`config.mk`:
```
export PLATFORM = sky130hd
export DESIGN_NAME = pcil_top
export DESIGN_NICKNAME = d
export VERILOG_FILES = /design/src/rtl/pcil_pkg.sv /design/src/rtl/pcil_port.sv /design/src/rtl/pcil_top.sv
export SDC_FILE = /design/constraint.sdc
export NUM_CORES = 1
export LEC_CHECK = 0
export BUFFER_PORTS_ARGS = -buffer_cell sky130_fd_sc_hd__buf_2
export CAP_MARGIN = 10
export CELL_PAD_IN_SITES_DETAIL_PLACEMENT = 0
export CELL_PAD_IN_SITES_GLOBAL_PLACEMENT = 1
export CORE_MARGIN = 2
export CORE_UTILIZATION = 37
export CTS_CLUSTER_SIZE = 14
export DETAILED_ROUTE_END_ITERATION = 12
export PLACE_DENSITY = 0.75
export REMOVE_ABC_BUFFERS = 1
export SYNTH_ARGS = -nofsm -noshare
export SYNTH_HDL_FRONTEND = slang
export SYNTH_SLANG_ARGS = --single-unit
```
`constraint.sdc`:
```
create_clock -name i_clock -period 6.7 [get_ports i_clock]
set_clock_uncertainty 0.1 [all_clocks]
set_input_delay 2.01 -clock i_clock [delete_from_list [all_inputs] [get_ports i_clock]]
set_output_delay 2.01 -clock i_clock [all_outputs]
set_load 0.01 [all_outputs]
```
`src/rtl/pcil_pkg.sv`:
```
`default_nettype none
package pcil_pkg;
    // ------------------------------------------------------------------
    // Geometry
    // ------------------------------------------------------------------
    localparam int GROUPS = 4;
    localparam int GROUP_W = 8;
    localparam int PINS = 32;
    localparam int ADDR_W = 9;

    // ------------------------------------------------------------------
    // Register indices (byte address is four times the index)
    // ------------------------------------------------------------------
    localparam logic [6:0] IDX_MASK0 = 7'h6B;
    localparam logic [6:0] IDX_MASK1 = 7'h6C;
    localparam logic [6:0] IDX_MASK2 = 7'h6D;
    localparam logic [6:0] IDX_MASK3 = 7'h73;
    localparam logic [6:0] IDX_GROUP_EN = 7'h68;
    localparam logic [6:0] IDX_GROUP_FLAGS = 7'h3B;
    localparam logic [6:0] IDX_CPU_CTRL = 7'h55;
    localparam logic [6:0] IDX_BIT_OP = 7'h30;
    localparam logic [6:0] IDX_PORT_BASE = 7'h20;
    localparam logic [6:0] PORT_STRIDE = 7'h03;

    // ------------------------------------------------------------------
    // Field positions and reset values
    // ------------------------------------------------------------------
    localparam int PULLUP_OFF_BIT = 4;
    localparam int BITOP_VAL = 7;
    localparam int BITOP_DIR = 5;
    localparam int BITOP_PORT_LSB = 3;
    localparam logic [7:0] RST_MASK = 8'h00;
    localparam logic [7:0] RST_GROUP_EN = 8'h00;
    localparam logic [7:0] RST_FLAGS = 8'h00;
    localparam logic [7:0] RST_PORT = 8'h00;
    localparam logic [1:0] RST_SYNC = 2'h0;

    // ------------------------------------------------------------------
    // Types
    // ------------------------------------------------------------------
    typedef enum logic [0:0] {BUS_IDLE, BUS_ANSWER} pcil_bus_t;

    typedef struct packed {
        logic [7:0] out;
        logic [7:0] dir;
    } pcil_port_t;

    typedef struct packed {
        logic en;
        logic out;
        logic oe;
    } pcil_alt_t;

    // One-hot select of a pin inside a port
    function automatic logic [7:0] pcil_onehot8(input logic [2:0] idx);
        pcil_onehot8 = 8'h01 << idx;
    endfunction : pcil_onehot8
endpackage : pcil_pkg
`default_nettype wire

```
`src/rtl/pcil_port.sv`:
```
`timescale 1ns/1ps
`default_nettype none
module pcil_port
    import pcil_pkg::*;
(
    // Clock and reset
    input wire logic i_clock,
    input wire logic i_rst_n,
    // Register access
    input wire logic i_we_out,
    input wire logic i_we_dir,
    input wire logic i_we_toggle,
    input wire logic [7:0] i_wdata,
    input wire logic i_bit_we,
    input wire logic i_bit_dir,
    input wire logic [2:0] i_bit_idx,
    input wire logic i_bit_val,
    input wire logic i_pullup_off,
    input wire pcil_alt_t [7:0] i_alt,
    // Pin side
    output pcil_port_t o_cfg,
    output logic [7:0] o_pin_out,
    output logic [7:0] o_pin_oe,
    output logic [7:0] o_pullup
);
    logic [7:0] out_ff;
    logic [7:0] dir_ff;
    logic [7:0] sel;

    assign sel = pcil_onehot8(i_bit_idx);

    // Output data: write, toggle or single-bit op
    always_ff @(posedge i_clock or negedge i_rst_n) begin
        if (!i_rst_n) begin
            out_ff <= RST_PORT;
        end else if (i_we_out) begin
            out_ff <= i_wdata;
        end else if (i_we_toggle) begin
            out_ff <= out_ff ^ i_wdata;
        end else if (i_bit_we && !i_bit_dir) begin
            // Only the addressed pin moves
            out_ff <= i_bit_val ? (out_ff | sel)
                                : (out_ff & ~sel);
        end
    end

    // Direction: whole byte or single pin
    always_ff @(posedge i_clock or negedge i_rst_n) begin
        if (!i_rst_n) begin
            dir_ff <= RST_PORT;
        end else if (i_we_dir) begin
            dir_ff <= i_wdata;
        end else if (i_bit_we && i_bit_dir) begin
            dir_ff <= i_bit_val ? (dir_ff | sel)
                                : (dir_ff & ~sel);
        end
    end

    // Per-pin driver; alternate use of one pin leaves others alone
    always_comb begin
        for (int n = 0; n < 8; n++) begin
            o_pin_out[n] = i_alt[n].en ? i_alt[n].out : out_ff[n];
            o_pin_oe[n] = i_alt[n].en ? i_alt[n].oe : dir_ff[n];
            o_pullup[n] = !i_alt[n].en && !dir_ff[n]
                          && out_ff[n] && !i_pullup_off;
        end
    end

    // Separate flops per field keep one writer for each
    assign o_cfg = '{out: out_ff, dir: dir_ff};
endmodule : pcil_port
`default_nettype wire

```
`src/rtl/pcil_top.sv`:
```
`timescale 1ns/1ps
`default_nettype none
module pcil_top
    import pcil_pkg::*;
(
    // Clock and reset
    input wire logic i_clock,
    input wire logic i_nrst,
    // Avalon-MM slave
    input wire logic [ADDR_W-1:0] i_avs_address,
    input wire logic i_avs_read,
    input wire logic i_avs_write,
    input wire logic [31:0] i_avs_writedata,
    input wire logic [3:0] i_avs_byteenable,
    output logic [31:0] o_avs_readdata,
    output logic o_avs_waitrequest,
    // Processor side
    input wire logic i_global_irq_enable,
    input wire logic [GROUPS-1:0] i_vector_ack,
    output logic [GROUPS-1:0] o_vector_req,
    // Alternate functions
    input wire pcil_alt_t [PINS-1:0] i_alt,
    // Pins
    input wire logic [PINS-1:0] i_pin,
    output logic [PINS-1:0] o_pin_out,
    output logic [PINS-1:0] o_pin_oe,
    output logic [PINS-1:0] o_pullup_en
);
    // ------------------------------------------------------------------
    // Reset release
    // ------------------------------------------------------------------
    logic [1:0] rst_sync_ff;
    logic rst_n;

    // Release through two flops, assert at once
    always_ff @(posedge i_clock or negedge i_nrst) begin
        if (!i_nrst) begin
            rst_sync_ff <= RST_SYNC;
        end else begin
            rst_sync_ff <= {rst_sync_ff[0], 1'b1};
        end
    end
    assign rst_n = rst_sync_ff[1];

    // ------------------------------------------------------------------
    // Bus slave
    // ------------------------------------------------------------------
    pcil_bus_t bus_ff;
    logic [6:0] idx;
    logic wr_take;
    logic rd_first;
    logic [7:0] wbyte;
    logic [31:0] readdata_ff;
    logic [7:0] rd_byte;

    assign idx = i_avs_address[ADDR_W-1:2];
    assign wbyte = i_avs_writedata[7:0];
    assign rd_first = i_avs_read && bus_ff == BUS_IDLE;
    // Write lands on the edge where waitrequest is seen low
    assign wr_take = i_avs_write && bus_ff == BUS_ANSWER
                     && i_avs_byteenable[0];
    assign o_avs_waitrequest = (i_avs_read || i_avs_write)
                               && bus_ff == BUS_IDLE;
    assign o_avs_readdata = readdata_ff;

    // One wait state per access keeps read data registered
    always_ff @(posedge i_clock or negedge rst_n) begin
        if (!rst_n) begin
            bus_ff <= BUS_IDLE;
        end else begin
            case (bus_ff)
                BUS_IDLE: begin
                    if (i_avs_read || i_avs_write) begin
                        bus_ff <= BUS_ANSWER;
                    end
                end
                BUS_ANSWER: begin
                    bus_ff <= BUS_IDLE;
                end
                default: begin
                    bus_ff <= BUS_IDLE;
                end
            endcase
        end
    end

    // Read data captured in the wait cycle, held to the answer edge
    always_ff @(posedge i_clock or negedge rst_n) begin
        if (!rst_n) begin
            readdata_ff <= 32'h0000_0000;
        end else if (rd_first) begin
            readdata_ff <= {24'h00_0000, rd_byte};
        end
    end

    // ------------------------------------------------------------------
    // Control registers
    // ------------------------------------------------------------------
    logic [GROUPS-1:0][7:0] mask_ff;
    logic [7:0] group_en_ff;
    logic [7:0] flags_ff;
    logic pullup_off_ff;
    logic [GROUPS-1:0] mask_we;

    assign mask_we[0] = wr_take && idx == IDX_MASK0;
    assign mask_we[1] = wr_take && idx == IDX_MASK1;
    assign mask_we[2] = wr_take && idx == IDX_MASK2;
    assign mask_we[3] = wr_take && idx == IDX_MASK3;

    // Per-pin masks, zero after reset
    always_ff @(posedge i_clock or negedge rst_n) begin
        if (!rst_n) begin
            mask_ff <= {GROUPS{RST_MASK}};
        end else begin
            for (int g = 0; g < GROUPS; g++) begin
                if (mask_we[g]) begin
                    mask_ff[g] <= wbyte;
                end
            end
        end
    end

    // Group enables and pull-up disable
    always_ff @(posedge i_clock or negedge rst_n) begin
        if (!rst_n) begin
            group_en_ff <= RST_GROUP_EN;
            pullup_off_ff <= 1'b0;
        end else begin
            if (wr_take && idx == IDX_GROUP_EN) begin
                group_en_ff <= {4'h0, wbyte[3:0]};
            end
            if (wr_take && idx == IDX_CPU_CTRL) begin
                pullup_off_ff <= wbyte[PULLUP_OFF_BIT];
            end
        end
    end

    // ------------------------------------------------------------------
    // Change detection
    // ------------------------------------------------------------------
    logic [PINS-1:0] pin_meta_ff;
    logic [PINS-1:0] pin_sync_ff;
    logic [PINS-1:0] pin_prev_ff;
    logic [PINS-1:0] change;
    logic [GROUPS-1:0] grp_hit;

    // Flops clear to zero, so a high pin shows one change after reset;
    // masks are zero then as well, so no flag can set from it
    // Raw pin sampled, so driven outputs count too
    always_ff @(posedge i_clock or negedge rst_n) begin
        if (!rst_n) begin
            pin_meta_ff <= '0;
            pin_sync_ff <= '0;
            pin_prev_ff <= '0;
        end else begin
            pin_meta_ff <= i_pin;
            pin_sync_ff <= pin_meta_ff;
            pin_prev_ff <= pin_sync_ff;
        end
    end

    // Level against last cycle, masked, ORed per group
    assign change = (pin_sync_ff ^ pin_prev_ff) & mask_ff;
    always_comb begin
        for (int g = 0; g < GROUPS; g++) begin
            grp_hit[g] = |change[g*GROUP_W +: GROUP_W];
        end
    end

    // ------------------------------------------------------------------
    // Group flags
    // ------------------------------------------------------------------
    logic [3:0] flag_clr;
    logic [3:0] nxt_flags;

    // Handler entry or a written one clears
    assign flag_clr = i_vector_ack
                      | ({4{wr_take && idx == IDX_GROUP_FLAGS}}
                         & wbyte[3:0]);
    // A change in the clearing cycle wins; enable not needed
    assign nxt_flags = grp_hit | (flags_ff[3:0] & ~flag_clr);

    always_ff @(posedge i_clock or negedge rst_n) begin
        if (!rst_n) begin
            flags_ff <= RST_FLAGS;
        end else begin
            flags_ff <= {4'h0, nxt_flags};
        end
    end

    // One vector line per group, gated by both enables
    assign o_vector_req = flags_ff[3:0] & group_en_ff[3:0]
                          & {GROUPS{i_global_irq_enable}};

    // ------------------------------------------------------------------
    // Ports
    // ------------------------------------------------------------------
    pcil_port_t [GROUPS-1:0] port_cfg;
    logic [GROUPS-1:0] we_in;
    logic [GROUPS-1:0] we_dir;
    logic [GROUPS-1:0] we_out;
    logic [GROUPS-1:0] bit_we;
    logic bitop_take;

    assign bitop_take = wr_take && idx == IDX_BIT_OP;

    // Three addresses per port: input, direction, output
    always_comb begin
        for (int p = 0; p < GROUPS; p++) begin
            we_in[p] = wr_take && idx == 7'(IDX_PORT_BASE
                       + 7'(p) * PORT_STRIDE);
            we_dir[p] = wr_take && idx == 7'(IDX_PORT_BASE
                        + 7'(p) * PORT_STRIDE + 7'h01);
            we_out[p] = wr_take && idx == 7'(IDX_PORT_BASE
                        + 7'(p) * PORT_STRIDE + 7'h02);
            bit_we[p] = bitop_take
                        && wbyte[BITOP_PORT_LSB +: 2] == 2'(p);
        end
    end

    for (genvar p = 0; p < GROUPS; p++) begin : g_port
        pcil_port u_port (
            .i_clock(i_clock),
            .i_rst_n(rst_n),
            .i_we_out(we_out[p]),
            .i_we_dir(we_dir[p]),
            .i_we_toggle(we_in[p]),
            .i_wdata(wbyte),
            .i_bit_we(bit_we[p]),
            .i_bit_dir(wbyte[BITOP_DIR]),
            .i_bit_idx(wbyte[2:0]),
            .i_bit_val(wbyte[BITOP_VAL]),
            .i_pullup_off(pullup_off_ff),
            .i_alt(i_alt[p*8 +: 8]),
            .o_cfg(port_cfg[p]),
            .o_pin_out(o_pin_out[p*8 +: 8]),
            .o_pin_oe(o_pin_oe[p*8 +: 8]),
            .o_pullup(o_pullup_en[p*8 +: 8])
        );
    end

    // ------------------------------------------------------------------
    // Read mux; unmapped reads give zero
    // ------------------------------------------------------------------
    always_comb begin
        rd_byte = 8'h00;
        case (idx)
            IDX_MASK0: rd_byte = mask_ff[0];
            IDX_MASK1: rd_byte = mask_ff[1];
            IDX_MASK2: rd_byte = mask_ff[2];
            IDX_MASK3: rd_byte = mask_ff[3];
            IDX_GROUP_EN: rd_byte = group_en_ff;
            IDX_GROUP_FLAGS: rd_byte = flags_ff;
            IDX_CPU_CTRL: rd_byte = {3'h0, pullup_off_ff, 4'h0};
            default: rd_byte = 8'h00;
        endcase
        for (int p = 0; p < GROUPS; p++) begin
            if (idx == 7'(IDX_PORT_BASE + 7'(p) * PORT_STRIDE)) begin
                rd_byte = pin_sync_ff[p*8 +: 8];
            end
            if (idx == 7'(IDX_PORT_BASE + 7'(p) * PORT_STRIDE
                          + 7'h01)) begin
                rd_byte = port_cfg[p].dir;
            end
            if (idx == 7'(IDX_PORT_BASE + 7'(p) * PORT_STRIDE
                          + 7'h02)) begin
                rd_byte = port_cfg[p].out;
            end
        end
    end
endmodule : pcil_top
`default_nettype wire

```
**Word-level counts from Yosys, hierarchy flattened**

Index checks and enable logic that the tools add are counted.

- Bitwise operators: 31
- Add/subtract/negate cells: 0
- $mul: 0
- Eq/ne operators: 23
- Order comparisons: 0
- Reduce and logical (&&, ||, !) cells: 212
- Div/mod/pow operators: 0
- Shift operators: 1
- Muxes and demuxes: 107

Operators with widths:

| kind | count |
|---|---|
| 2-to-1 mux 8 bit | 40 |
| logical AND 1 bit | 132 |
| == test 7 x 6 -> 1 bit, second input constant | 14 |
| zero test 1 bit | 66 |
| 2-to-1 mux 1 bit | 65 |
| AND 8 bit | 8 |
| OR 8 bit | 8 |
| one-hot mux 8 bit (7 select lines) | 1 |
| == test 7 bit, second input constant | 6 |
| AND 32 bit | 1 |
| OR reduction 8 bit | 4 |
| XOR 32 bit | 1 |
| XOR 8 bit | 4 |
| AND 4 bit | 4 |
| nonzero test 3 bit | 4 |
| inverter 8 bit | 1 |
| OR 4 bit | 2 |
| nonzero test 2 bit | 4 |
| << shifter 1 x 3 -> 8 bit, first input constant | 1 |
| == test 2 bit, second input constant | 2 |
| inverter 4 bit | 1 |
| == test 2 x 1 -> 1 bit, second input constant | 1 |
| zero test 2 bit | 1 |
| one-hot mux 1 bit (2 select lines) | 1 |
| other kinds (2) | 2 |

- Logic and storage cells: 395
- Memories kept: 0
- Memory bits (writable): 0
- Memory bits (read-only): 0
- Input bits: 182
- Register bits after elaboration: 212
- Output and inout bits: 133
- Bits in latches: 0

**Longest topological paths before layout**

- Depth after elaboration: 14
- Depth in mapped cells: 9
- Gate-level depth less buffers: 5

**Hierarchy**

Synthesis repeated with hierarchy kept, for this count alone.

- Cells, all modules: 1220
- Area, all modules: 12289.3 um^2

Modules (own cells, without submodules):

| module | instances | seq. area each (um^2) | cells an instance | area each (um^2) |
|---|---|---|---|---|
| pcil_top | 1 | 3703.6 | 594 | 6810.3 |
| pcil_port (g_port[0].u_port ...) | 3 | 400.4 | 158 | 1381.3 |
| pcil_port (g_port[1].u_port) | 1 | 400.4 | 152 | 1335.0 |

**Least setup slack after synthesis**

No wires, ideal clock.

- Kind: input port to output port
- Start point: input port i_alt[47] (netlist name)
- End point: output port o_pullup_en[15]
- Stages: 1
- Path slack: 2109 ps
- Data required time: 4590 ps
- Arrival: 2481 ps
- Cell sequence: nor4b_1

- Cells in the longest elaborated chain, start to end: 4

RTL lines:

| what | RTL line | source |
|---|---|---|
| start: declaration | pcil_top.sv:22 | `input wire pcil_alt_t [PINS-1:0] i_alt,` |
| zero test 1 bit | pcil_port.sv:64 | `o_pullup[n] = !i_alt[n].en && !dir_ff[n]` |
| logical AND 1 bit | pcil_port.sv:64 |  |
| logical AND 1 bit (2 in series) | pcil_port.sv:65 | `&& out_ff[n] && !i_pullup_off;` |
| end: declaration | pcil_top.sv:27 | `output logic [PINS-1:0] o_pullup_en` |

No other way between the ends.

**Worst setup path after layout**

- Start point: input port i_alt[2] (netlist name)
- End point: output port o_pullup_en[0]

Same word-level chain as after synthesis.

==> flow_summary_export.csv <==
group,metric,value,unit
outcome,status,"finished clean",
grt,overflow,0,
final_layout,n_antenna_cell,0,
power,p_switching,0.000880,W
place,dp_hpwl,31100,um
yosys,ys_seq_area_frac,0.444,
sta,hold_slack,0.245,ns
final_layout,drive_gt1_frac,0.314,
final_layout,area_growth,19.3,%
place,io_buffers,261,
drt,via_per_inst,5.99,
floorplan,die_y,184,um
yosys,yosysTopAreaCell,"dfrtp_1",
sta,fmax,208,MHz
power,clkPwrFrac,0.427,
sta,setup_viol,0,
final_layout,final_cell_area,14200,um^2
clocking,cts.root.buffer_cell,"clkbuf_16",
sta,drv_slew,0,
place,place_area,13400,um^2
power,p_total,0.00315,W
yosys,syn_area,11900,um^2
grt,track_usage,0.252,
grt,grt_pass1_vias,10500,
sta,slew_headroom,0.183,
floorplan,core_region_area,31600,um^2
yosys,synth_edf_count,0,
yosys,synth_most_common_cell,"dfrtp_1",
setup_path,critPathMostFrequentCell,"buf_2",
clocking,holdBufCountCts,0,
power,power_density,221,nW/um^2
clocking,cts.sinks,212,
sta,tightest_slew,1.22,ns
setup_path,crit_fanout,3,
floorplan,fp.dieW,184,um
drt,route.met3.wl,3850,um
final_layout,postLayoutCoreUtil,0.450,
setup_path,crit_chain,"buf_2 -> nor4b_1 -> buf_2",
drt,drc,0,
grt,grt_max_degree,82,
setup_path,critPathRequiredTime,4.59,ns
yosys,synthTopCellsByArea,"dfrtp_1 (44%), mux2_2 (8.9%), o21ai_0 (3.1%)",
power,p_comb_frac,0.125,
clocking,clk_pin_slew,0.06,ns
run,cap_violations,0,
clocking,tritoncts.num_buffers,25,
grt,grt_pass1_wl,64400,um
worst_hold_path,hold_class,"flop to flop",
drt,ant_nets,0,
drt,wl_met1,18200,um
clocking,cts_resized,0,
drt,wl_per_cell,23.7,um
yosys,ys_types,76,
sta,fin_crit,4.82,ns
floorplan,rows,65,
yosys,synthFlopType,"dfrtp_1",
sta,rsz0062_at_grt,"no",
sta,hold_viol,0,
power,swShare,0.279,
clocking,cts_max_level,1,
drt,routed_wl,43600,um
clocking,cts_tree,"built",
drt,vias,11000,
setup_path,end_kind,"output port",
yosys,syn_inst,1205,
setup_path,slowest_stage,"nor4b_1",
setup_path,path_class,"input port to output port",
setup_path,reg2reg_from,"bus_ff",
grt,antenna_found_initial,2,
place,gp_congestion,0.924,
yosys,synth_top_area_share,0.444,
sta,min_period_over_period,0.719,
clocking,cts_setup_buffers,0,
drt,topRoutingLayerUsed,"met5",
yosys,async_flop_share,1.00,
setup_path,cp_slowest_stage_delay,0.36,ns
drt,dr.first_iter.drc_count,1066,
power,seqPwrFrac,0.448,
setup_path,r2r_setup_slack,4.08,ns
worst_hold_path,worstHoldStart,"pin_meta_ff[17]",
final_layout,layout.nets,1599,
clocking,clock_latency,0.53,ns
clocking,clockBufferDepth,3,
worst_hold_path,hold_end,"pin_sync_ff[17]",
power,vdd_drop_max,0.191,mV
floorplan,io_pins,315,
drt,wl_met2,19900,um
floorplan,initial_core_util,0.377,
floorplan,dieArea,33700,um^2
power,leakagePower,6.53,nW
yosys,syn_avg_cell_area,9.91,um^2
setup_path,crit_arrival,2.71,ns
power,p_int,0.00227,W
yosys,ys_ff_latch,212,
sta,fin_setup_tns,0,ns
drt,dr.pass1.iters,5,
setup_path,startpoint_type,"input port",
worst_hold_path,hold_depth,0,
setup_path,r2r_cells,7,
yosys,yosysWarnings,0,
yosys,synthTopCellsByCount,"dfrtp_1 (212), mux2_2 (94), nand2_1 (87)",
## routing by layer
layer  GRT usage  vias to the layer above
met5           0                        -
met4      0.0877                        2
met3      0.0444                      100
met2       0.403                      631
met1       0.345                     5358
li1            -                     4915
## power groups by stage
stage | logic [W] | registers [W] | clock network (W)
2_1_floorplan | 0.000180 | 0.00142 | 0
3_5_place_dp | 0.000387 | 0.00144 | 0
4_1_cts | 0.000389 | 0.00141 | 0.00137
3_3_place_gp | 0.000383 | 0.00143 | 0
6_report | 0.000394 | 0.00141 | 0.00135
5_1_grt | 0.000423 | 0.00142 | 0.00142
## worst max-delay path, delay by kind of cell
kind / cells / cell delay [ns]
buffers and inverters: 2 / 0.33
and+or+nand+nor: 1 / 0.36
## cells in the final DEF (no fill, tap or decap), drive strengths merged, types with 32 or more instances in the layout
| cell type | Yosys | routed |
|---|---|---|
| buf | 63 | 280 |
| dfrtp | 212 | 212 |
| mux2 | 94 | 94 |
| nand2 | 87 | 87 |
| o21ai | 76 | 76 |
| nor2 | 62 | 62 |
| a21oi | 52 | 52 |
| nand4 | 46 | 46 |
| nand3 | 39 | 39 |
| mux2i | 33 | 33 |
| xor2 | 32 | 32 |
## per-stage QoR
stage                     setup WS (ns)  instances
after global placement             1.84       1792
after global routing               1.85       1837
after CTS                          1.86       1837
after floorplan                   0.255       1110
after detailed placement           1.83       1792
final                              1.88       1837
## layout make-up
class                           instances  area (um^2)
Clock inverter                         18          169
Fill cell                            3012        17400
Inverter                               16         60.1
Clock buffer                           27          643
Timing Repair Buffer                  280         1450
Multi-Input combinational cell        882         6110
Sequential cell                       212         5310
Tap cell                              402          503
## logic make-up (layout without fill, tap and decap cells)
family	count (synthesis)	after routing	share of synthesized area
compound gates	289	289	0.164
xor+xnor	37	37	0.0271
buf+inv	134	341	0.0543
flops	212	212	0.444
mux	128	128	0.118
other cells	2	25	0.000629
simple gates	403	403	0.192
## worst max path at each step
stage                           startpoint  depth (start not counted)              to
after floorplan             rst_sync_ff[1]                          0       async pin
after global placement    i_avs_address[4]                          6            flop
after detailed placement  i_avs_address[4]                          6            flop
after CTS                         i_alt[2]                          3  o_pullup_en[0]
after global routing              i_alt[2]                          3  o_pullup_en[0]
final                             i_alt[2]                          3  o_pullup_en[0]
Power figures use the tool's default switching activity.
